===== src/hdl/bldr_pkg.sv =====
// constants, types and register map of the boiler limit and outdoor reset configuration bank
package bldr_pkg;

	// ==========================================================
	// register map
	localparam int unsigned BLDR_SLOTS = 19;

	localparam logic [15:0] BLDR_ADDR_SLOW_START_TEMPERATURE     = 16'h01E0;
	localparam logic [15:0] BLDR_ADDR_OUTLET_RISE_LIMIT_ON       = 16'h01E1;
	localparam logic [15:0] BLDR_ADDR_OUTLET_RISE_RATE           = 16'h01E2;
	localparam logic [15:0] BLDR_ADDR_OUTLET_RISE_DELAY          = 16'h01E3;
	localparam logic [15:0] BLDR_ADDR_HEAT_ANTICOND_ON           = 16'h01F0;
	localparam logic [15:0] BLDR_ADDR_HEAT_ANTICOND_TEMPERATURE  = 16'h01F1;
	localparam logic [15:0] BLDR_ADDR_HEAT_ANTICOND_PUMP_OFF     = 16'h01F2;
	localparam logic [15:0] BLDR_ADDR_WATER_ANTICOND_ON          = 16'h01F3;
	localparam logic [15:0] BLDR_ADDR_WATER_ANTICOND_TEMPERATURE = 16'h01F4;
	localparam logic [15:0] BLDR_ADDR_WATER_ANTICOND_PUMP_OFF    = 16'h01F5;
	localparam logic [15:0] BLDR_ADDR_ANTICOND_PRECEDENCE_MAP    = 16'h01F6;
	localparam logic [15:0] BLDR_ADDR_HEAT_CURVE_OUTDOOR_HIGH    = 16'h0200;
	localparam logic [15:0] BLDR_ADDR_HEAT_CURVE_OUTDOOR_LOW     = 16'h0201;
	localparam logic [15:0] BLDR_ADDR_HEAT_CURVE_WATER_LOW       = 16'h0202;
	localparam logic [15:0] BLDR_ADDR_HEAT_CURVE_BOOST_TIME      = 16'h0203;
	localparam logic [15:0] BLDR_ADDR_HEAT_CURVE_BOOST_CEILING   = 16'h0204;
	localparam logic [15:0] BLDR_ADDR_GROUP_CURVE_OUTDOOR_HIGH   = 16'h0205;
	localparam logic [15:0] BLDR_ADDR_GROUP_CURVE_OUTDOOR_LOW    = 16'h0206;
	localparam logic [15:0] BLDR_ADDR_GROUP_CURVE_WATER_LOW      = 16'h0207;

	// ==========================================================
	// value checks
	typedef enum logic [5:0] {
		BLDR_K_TEMP  = 6'b00_0001,
		BLDR_K_FLAG  = 6'b00_0010,
		BLDR_K_SECS  = 6'b00_0100,
		BLDR_K_DELAY = 6'b00_1000,
		BLDR_K_MAP   = 6'b01_0000,
		BLDR_K_RAW   = 6'b10_0000
	} bldr_kind_e;

	localparam logic signed [15:0] BLDR_TEMP_MIN      = 16'hFE70;
	localparam logic signed [15:0] BLDR_TEMP_MAX      = 16'h0514;
	localparam logic [15:0]        BLDR_SECS_MAX      = 16'h0258;
	localparam logic [15:0]        BLDR_NOT_CONFIGURED = 16'hFFFF;
	localparam logic [15:0]        BLDR_MAP_MASK      = 16'h001F;
	localparam logic [15:0]        BLDR_FLAG_MAX      = 16'h0001;

	localparam logic [15:0] BLDR_SLOT_ADDR [0:18] = '{
		BLDR_ADDR_SLOW_START_TEMPERATURE, BLDR_ADDR_OUTLET_RISE_LIMIT_ON, BLDR_ADDR_OUTLET_RISE_RATE,
		BLDR_ADDR_OUTLET_RISE_DELAY, BLDR_ADDR_HEAT_ANTICOND_ON, BLDR_ADDR_HEAT_ANTICOND_TEMPERATURE,
		BLDR_ADDR_HEAT_ANTICOND_PUMP_OFF, BLDR_ADDR_WATER_ANTICOND_ON, BLDR_ADDR_WATER_ANTICOND_TEMPERATURE,
		BLDR_ADDR_WATER_ANTICOND_PUMP_OFF, BLDR_ADDR_ANTICOND_PRECEDENCE_MAP, BLDR_ADDR_HEAT_CURVE_OUTDOOR_HIGH,
		BLDR_ADDR_HEAT_CURVE_OUTDOOR_LOW, BLDR_ADDR_HEAT_CURVE_WATER_LOW, BLDR_ADDR_HEAT_CURVE_BOOST_TIME,
		BLDR_ADDR_HEAT_CURVE_BOOST_CEILING, BLDR_ADDR_GROUP_CURVE_OUTDOOR_HIGH, BLDR_ADDR_GROUP_CURVE_OUTDOOR_LOW,
		BLDR_ADDR_GROUP_CURVE_WATER_LOW
	};

	localparam bldr_kind_e BLDR_SLOT_KIND [0:18] = '{
		BLDR_K_TEMP, BLDR_K_FLAG, BLDR_K_RAW, BLDR_K_DELAY, BLDR_K_FLAG, BLDR_K_TEMP, BLDR_K_FLAG,
		BLDR_K_FLAG, BLDR_K_TEMP, BLDR_K_FLAG, BLDR_K_MAP, BLDR_K_TEMP, BLDR_K_TEMP, BLDR_K_TEMP,
		BLDR_K_SECS, BLDR_K_TEMP, BLDR_K_TEMP, BLDR_K_TEMP, BLDR_K_TEMP
	};

	// every word clears at reset except the rise delay, which starts unconfigured
	localparam logic [15:0] BLDR_RESET_ZERO = 16'h0000;

	// slot positions read by the control logic
	localparam int unsigned BLDR_S_SLOW   = 0;
	localparam int unsigned BLDR_S_RON    = 1;
	localparam int unsigned BLDR_S_RRATE  = 2;
	localparam int unsigned BLDR_S_RDLY   = 3;
	localparam int unsigned BLDR_S_HON    = 4;
	localparam int unsigned BLDR_S_HTEMP  = 5;
	localparam int unsigned BLDR_S_HPUMP  = 6;
	localparam int unsigned BLDR_S_WON    = 7;
	localparam int unsigned BLDR_S_WTEMP  = 8;
	localparam int unsigned BLDR_S_WPUMP  = 9;
	localparam int unsigned BLDR_S_MAP    = 10;
	localparam int unsigned BLDR_S_HCURVE = 11;
	localparam int unsigned BLDR_S_BTIME  = 14;
	localparam int unsigned BLDR_S_BCEIL  = 15;
	localparam int unsigned BLDR_S_GCURVE = 16;

	// ==========================================================
	// carriers
	typedef struct packed {
		logic        rd;
		logic        wr;
		logic [15:0] addr;
		logic [15:0] wdata;
	} bldr_req_s;

	typedef struct packed {
		logic        ack;
		logic        refused;
		logic [15:0] rdata;
	} bldr_rsp_s;

	typedef struct packed {
		logic [15:0] outdoor_high;
		logic [15:0] outdoor_low;
		logic [15:0] water_low;
	} bldr_curve_s;

	typedef struct packed {
		logic [BLDR_SLOTS-1:0][15:0] word;
		bldr_rsp_s                   rsp;
		logic                        heat_pump;
		logic                        water_pump;
	} bldr_state_s;

endpackage


===== src/hdl/bldr_config_regs.sv =====
// configuration register bank for slow start, outlet rise limit, anticondensation and outdoor reset curves
`timescale 1ns/1ps

module bldr_config_regs
	import bldr_pkg::*;
(
	input  wire logic                  clk_i,
	input  wire logic                  reset_n_i,
	input  wire bldr_pkg::bldr_req_s   req_i,
	output bldr_pkg::bldr_rsp_s        rsp_o,
	input  wire logic                  central_heat_pump_request_i,
	input  wire logic                  central_heat_anticond_active_i,
	input  wire logic                  domestic_hot_water_pump_request_i,
	input  wire logic                  domestic_hot_water_anticond_active_i,
	output logic                       central_heat_pump_o,
	output logic                       domestic_hot_water_pump_o,
	output logic [15:0]                slow_start_temperature_o,
	output logic                       outlet_rise_limit_on_o,
	output logic [15:0]                outlet_rise_rate_o,
	output logic [15:0]                outlet_rise_delay_o,
	output logic                       outlet_rise_delay_configured_o,
	output logic                       central_heat_anticond_on_o,
	output logic [15:0]                central_heat_anticond_temperature_o,
	output logic                       domestic_hot_water_anticond_on_o,
	output logic [15:0]                domestic_hot_water_anticond_temperature_o,
	output logic [4:0]                 anticond_precedence_o,
	output bldr_pkg::bldr_curve_s      central_heat_curve_o,
	output logic [15:0]                central_heat_boost_time_o,
	output logic [15:0]                central_heat_boost_ceiling_o,
	output bldr_pkg::bldr_curve_s      group_curve_o
);
	import bldr_pkg::*;

	// ==========================================================
	// value checks per word kind
	function automatic logic value_ok(input bldr_kind_e kind, input logic [15:0] v);
		logic ok;
		ok = 1'b0;
		unique case (kind)
			// signed tenths; anything outside the span is refused, not clipped
			BLDR_K_TEMP:  ok = ($signed(v) >= BLDR_TEMP_MIN) && ($signed(v) <= BLDR_TEMP_MAX);
			BLDR_K_FLAG:  ok = (v <= BLDR_FLAG_MAX);
			BLDR_K_SECS:  ok = (v <= BLDR_SECS_MAX);
			BLDR_K_DELAY: ok = (v <= BLDR_SECS_MAX) || (v == BLDR_NOT_CONFIGURED);
			BLDR_K_MAP:   ok = 1'b1;
			BLDR_K_RAW:   ok = 1'b1;
		endcase
		return ok;
	endfunction

	bldr_state_s q;
	bldr_state_s d;

	// ==========================================================
	// address decode, one comparator per word
	logic [BLDR_SLOTS-1:0] hit;
	logic [BLDR_SLOTS-1:0] legal;

	for (genvar i = 0; i < BLDR_SLOTS; i++) begin : g_slot
		assign hit[i]   = (req_i.addr == BLDR_SLOT_ADDR[i]);
		assign legal[i] = value_ok(BLDR_SLOT_KIND[i], req_i.wdata);
	end

	// ==========================================================
	// next state
	always_comb begin
		logic [15:0] rd_word;
		logic        wr_ok;
		rd_word = 16'h0000;
		wr_ok   = 1'b0;
		d       = q;
		for (int unsigned k = 0; k < BLDR_SLOTS; k++) begin
			if (hit[k]) begin
				rd_word = q.word[k];
				wr_ok   = legal[k];
			end
		end
		d.rsp.ack     = req_i.rd | req_i.wr;
		d.rsp.refused = 1'b0;
		d.rsp.rdata   = 16'h0000;
		if (req_i.rd) begin
			d.rsp.rdata = (hit != '0) ? rd_word : 16'h0000;
		end
		if (req_i.wr && !req_i.rd) begin
			if (hit != '0) begin
				d.rsp.refused = ~wr_ok;
			end
			for (int unsigned k = 0; k < BLDR_SLOTS; k++) begin
				if (hit[k] && wr_ok) begin
					if (BLDR_SLOT_KIND[k] == BLDR_K_MAP) begin
						d.word[k] = req_i.wdata & BLDR_MAP_MASK;
					end else begin
						d.word[k] = req_i.wdata;
					end
				end
			end
		end
		d.heat_pump = central_heat_pump_request_i
			& ~(q.word[BLDR_S_HON][0] & q.word[BLDR_S_HPUMP][0] & central_heat_anticond_active_i);
		d.water_pump = domestic_hot_water_pump_request_i
			& ~(q.word[BLDR_S_WON][0] & q.word[BLDR_S_WPUMP][0] & domestic_hot_water_anticond_active_i);
	end

	always_ff @(posedge clk_i or negedge reset_n_i) begin
		if (!reset_n_i) begin
			q                   <= '0;
			q.word[BLDR_S_RDLY] <= BLDR_NOT_CONFIGURED;
		end else begin
			q <= d;
		end
	end

	// ==========================================================
	// outputs, all straight from flip-flops except the delay-configured flag, which compares the stored delay word
	assign rsp_o                  = q.rsp;
	assign central_heat_pump_o    = q.heat_pump;
	assign domestic_hot_water_pump_o = q.water_pump;
	assign slow_start_temperature_o  = q.word[BLDR_S_SLOW];
	assign outlet_rise_limit_on_o    = q.word[BLDR_S_RON][0];
	assign outlet_rise_rate_o        = q.word[BLDR_S_RRATE];
	assign outlet_rise_delay_o       = q.word[BLDR_S_RDLY];
	assign outlet_rise_delay_configured_o = (q.word[BLDR_S_RDLY] != BLDR_NOT_CONFIGURED);
	assign central_heat_anticond_on_o          = q.word[BLDR_S_HON][0];
	assign central_heat_anticond_temperature_o = q.word[BLDR_S_HTEMP];
	assign domestic_hot_water_anticond_on_o    = q.word[BLDR_S_WON][0];
	assign domestic_hot_water_anticond_temperature_o = q.word[BLDR_S_WTEMP];
	assign anticond_precedence_o  = q.word[BLDR_S_MAP][4:0];
	// heat curve incl. minimum water word
	assign central_heat_curve_o.outdoor_high = q.word[BLDR_S_HCURVE];
	assign central_heat_curve_o.outdoor_low  = q.word[BLDR_S_HCURVE+1];
	assign central_heat_curve_o.water_low    = q.word[BLDR_S_HCURVE+2];
	assign central_heat_boost_time_o    = q.word[BLDR_S_BTIME];
	assign central_heat_boost_ceiling_o = q.word[BLDR_S_BCEIL];
	assign group_curve_o.outdoor_high = q.word[BLDR_S_GCURVE];
	assign group_curve_o.outdoor_low  = q.word[BLDR_S_GCURVE+1];
	assign group_curve_o.water_low    = q.word[BLDR_S_GCURVE+2];
endmodule


===== config.mk =====
export PLATFORM = sky130hd
export DESIGN_NAME = bldr_config_regs
export DESIGN_NICKNAME = d
export VERILOG_FILES = /design/src/hdl/bldr_pkg.sv /design/src/hdl/bldr_config_regs.sv
export SDC_FILE = /design/constraint.sdc
export NUM_CORES = 1
export LEC_CHECK = 0
export BUFFER_PORTS_ARGS = -buffer_cell sky130_fd_sc_hd__buf_4
export CAP_MARGIN = 20
export CORE_AREA = 2 2 209 263
export CTS_CLUSTER_DIAMETER = 120
export CTS_CLUSTER_SIZE = 20
export DETAILED_ROUTE_END_ITERATION = 16
export DIE_AREA = 0 0 211 265
export PLACE_DENSITY = 0.54
export SYNTH_ARGS = -nofsm -noshare
export SYNTH_HDL_FRONTEND = slang
export SYNTH_SLANG_ARGS = --single-unit

===== constraint.sdc =====
create_clock -name clk_i -period 2.29 [get_ports clk_i]
set_clock_uncertainty 0.15 [all_clocks]
set_input_delay 0.1145 -clock clk_i [delete_from_list [all_inputs] [get_ports clk_i]]
set_output_delay 0.1145 -clock clk_i [all_outputs]
set_load 0.01 [all_outputs]

==> metrics <==
outcome finished, violations left; violated checks setup timing; Max Cap Violations 0; Inst Count DP 2,398; hpwl dp a little under 50 mm; number of synthesized flops with an enable pin 0; Vias per Instance 5.10; Layout Cells excl Fill between 2,000 and 2,500; layout cells sized above 1 48.7%; R2R cell count 9; Data required, critical path 2.56 ns; Core Region 53,400 µm²; Pre-antenna DRT Iters 7; number of diodes 0; vias 12,500; syn_nets approximately 1,500; Synth cell types 72; slew margin rel. 63.3%; Final ANT Viol Nets 0; row count 95; Syn Area/Cell 11.0 µm²; first-pass GRT wire length 90.8 mm; clock root buffer clkbuf_16; sequential share of the synthesized area a little under half; Critical Path AT around 2.6 ns; Hold Path End domestic_hot_water_anticond_temperature_o[14]; Placement Setup Slack -0.849 ns; cell area after synthesis 16,400 µm²; top-level port count ~280; CTS clock-pin slew for the worst setup and hold paths 0.09 ns; CP dominant cell by count buf_6; Total Wirelength 62.9 mm; Finished Cell Area 21,100 µm²; Clock Sinks 313; fin. max-slew vios 0; Yosys warnings 0; largest incremental delay on the critical path around 0.52 ns; CTS tree built; Global Route Usage Sum 21.9%; RSZ-0062 raised after global routing yes; ys async rst share 100%; CTS Buffer Depth 3; wire per inst 25.5 µm; I/O Buffers ~280; Worst R2R Start outlet_rise_delay_o[5]; Max Freq around 430 MHz; Worst R2R End rsp_o[5]; critical path cell sequence buf_4 -> or4_4 -> nor3_4 -> nand4_1 -> buf_6 -> a31oi_1 -> a222oi_1 -> o21ai_2 -> buf_6 -> nand3b_4 -> buf_12 -> mux2_4; Placer Congestion about 0.91; top-area cell type share of the netlist area 45.3%; Detailed Route Iter0 Violations between 900 and 1,000; minimum clock period around 2.3 ns; power per cell area 461 nW/µm²; kind of critical path in -> reg; most frequent cell after synthesis dfrtp_1; Worst-Margin Slew approximately 0.55 ns; CP Max Fanout 8; clk_lat worst skew 0.56 ns; global route total overflow 0; Pleak 10.7 nW; crit path launch type primary input; ys flop type dfrtp_1; Die Height 265 µm; area grow syn2layout 28.9%; Worst Hold Path Cells 3; Setup-failing EPs final 36; largest net degree at the start of global routing 50; CP max stage cell or4_4; area leader, netlist dfrtp_1; synthesized netlist cell count 1,486; R2R Setup Slk 0.08 ns; FF+latch count, synth 313; VDD IR max between 400 and 500 µV; initial antenna violation count 0; vias in the first global route between 10,000 and 15,000; Final nets roughly 1,800; cts bufs inserted 19; depth of the CTS H-tree 1; final count of hold timing violations 0; Setup WS post-layout -0.0365 ns; Die W 211 µm; area of the die 55,900 µm²; Commonest cells post-synth 297 x dfrtp_1, 233 x buf_4, 161 x mux2_2; crit share post-route 102%; synth top area cells dfrtp_1 45%, mux2_2 11%, buf_4 11%, mux2_4 3.7%, and2_1 3.6%; Hold Startpoint req_i[14]; critical path capture point type flip-flop; Initial Util 30.7%; Post-Place Cell Area 19,700 µm²; class of the worst hold path in -> reg; DRC violations left 0
## cell usage in the layout, fill, tap and decap left out, drive strengths merged, types with 14 or more instances in the layout
cell         instances
buf                563
dfrtp              297
mux2               201
nand2              122
and2                95
o21ai               62
nor2                54
a21oi               46
clkbuf              35
o221ai              28
nand3               24
a221oi              22
dlygate4sd3         20
mux2i               18
dfstp               16
a211oi              16
nor3                16
nand4               14
## worst max-delay path by stage
stage                                startpoint                      endpoint  slack (ns)
final                                 req_i[12]   slow_start_temperature_o[6]       -0.04
after global routing      outlet_rise_rate_o[5]                      rsp_o[5]       -0.07
after CTS                             req_i[29]  slow_start_temperature_o[10]       -0.05
after detailed placement              req_i[29]                      rsp_o[5]       -0.85
after global placement                req_i[29]                      rsp_o[5]       -0.86
after floorplan                       req_i[29]      central_heat_curve_o[10]       -0.37
## kinds of logic after synthesis
logic type / synth area share, %
simple gates: 12.6
flops: 47.9
mux: 16.0
buf+inv: 13.4
compound gates: 10.1
## worst max-delay path: cells and delay by family
family                 cells  cell delay [ns]
buffers and inverters      4             0.70
AND/OR/NAND/NOR            4             0.95
AO/OA/AOI/OAI              3             0.52
multiplexers               1             0.29
## metrics by stage
stage / utilization [%] / TNS (ns) / power (mW) / hold slack, ns
final: 39.6 / -0.630 / 9.75 / 0.0137
after floorplan: - / -45.39 / 5.80 / -0.331
after detailed placement: 37.0 / -152.76 / 6.23 / -0.0610
after global routing: 39.6 / -3.53 / 10.1 / 0.0144
after CTS: 38.7 / -0.765 / 9.85 / 0.0191
after global placement: 37.0 / -159.91 / 6.23 / -0.0662
## routing by layer
metal  vias to the layer above  global-route usage [%]  part of all wire (%)
li1                       5601                       -                     -
met3                        99                    2.43                   4.6
met4                         0                    6.60                   3.3
met1                      6430                    27.6                    41
met2                       416                    39.2                    51
met5                         -                       0                     0
## report_power, final
part	internal (mW)	switching, mW	total [mW]
clock	1.58	1.99	3.57
combinational	0.235	0.412	0.647
sequential	5.53	0.00118	5.53
total	7.35	2.40	9.75
## registers in the layout (all words and copies together) (netlist names), 16 cells and up
name	flops
central_heat_anticond_temperature_o	16
central_heat_boost_ceiling_o	16
central_heat_boost_time_o	16
central_heat_curve_o	48
domestic_hot_water_anticond_temperature_o	16
group_curve_o	48
outlet_rise_delay_o	16
outlet_rise_rate_o	16
q	77
rsp_o	18
slow_start_temperature_o	16
## what timing repair did
action	CTS	global route
pin swaps	4	13
gates cloned	1	5
hold buffers	21	0
resized for setup	30	80
setup buffers	2	3
hold endpoints to repair	379	0
endpoints found under the setup margin	96	188
## layout make-up
class / count / area [µm²]
clock buffers: 31 / 520
multi-input cells: 844 / 6840
inverters: 6 / 22.5
repair buffers: 587 / 5030
clock inverters: 2 / 17.5
well taps: 679 / 850
fillers: 5128 / 32200
flip-flops and latches: 313 / 7850
(Power assumes the default switching activity.)
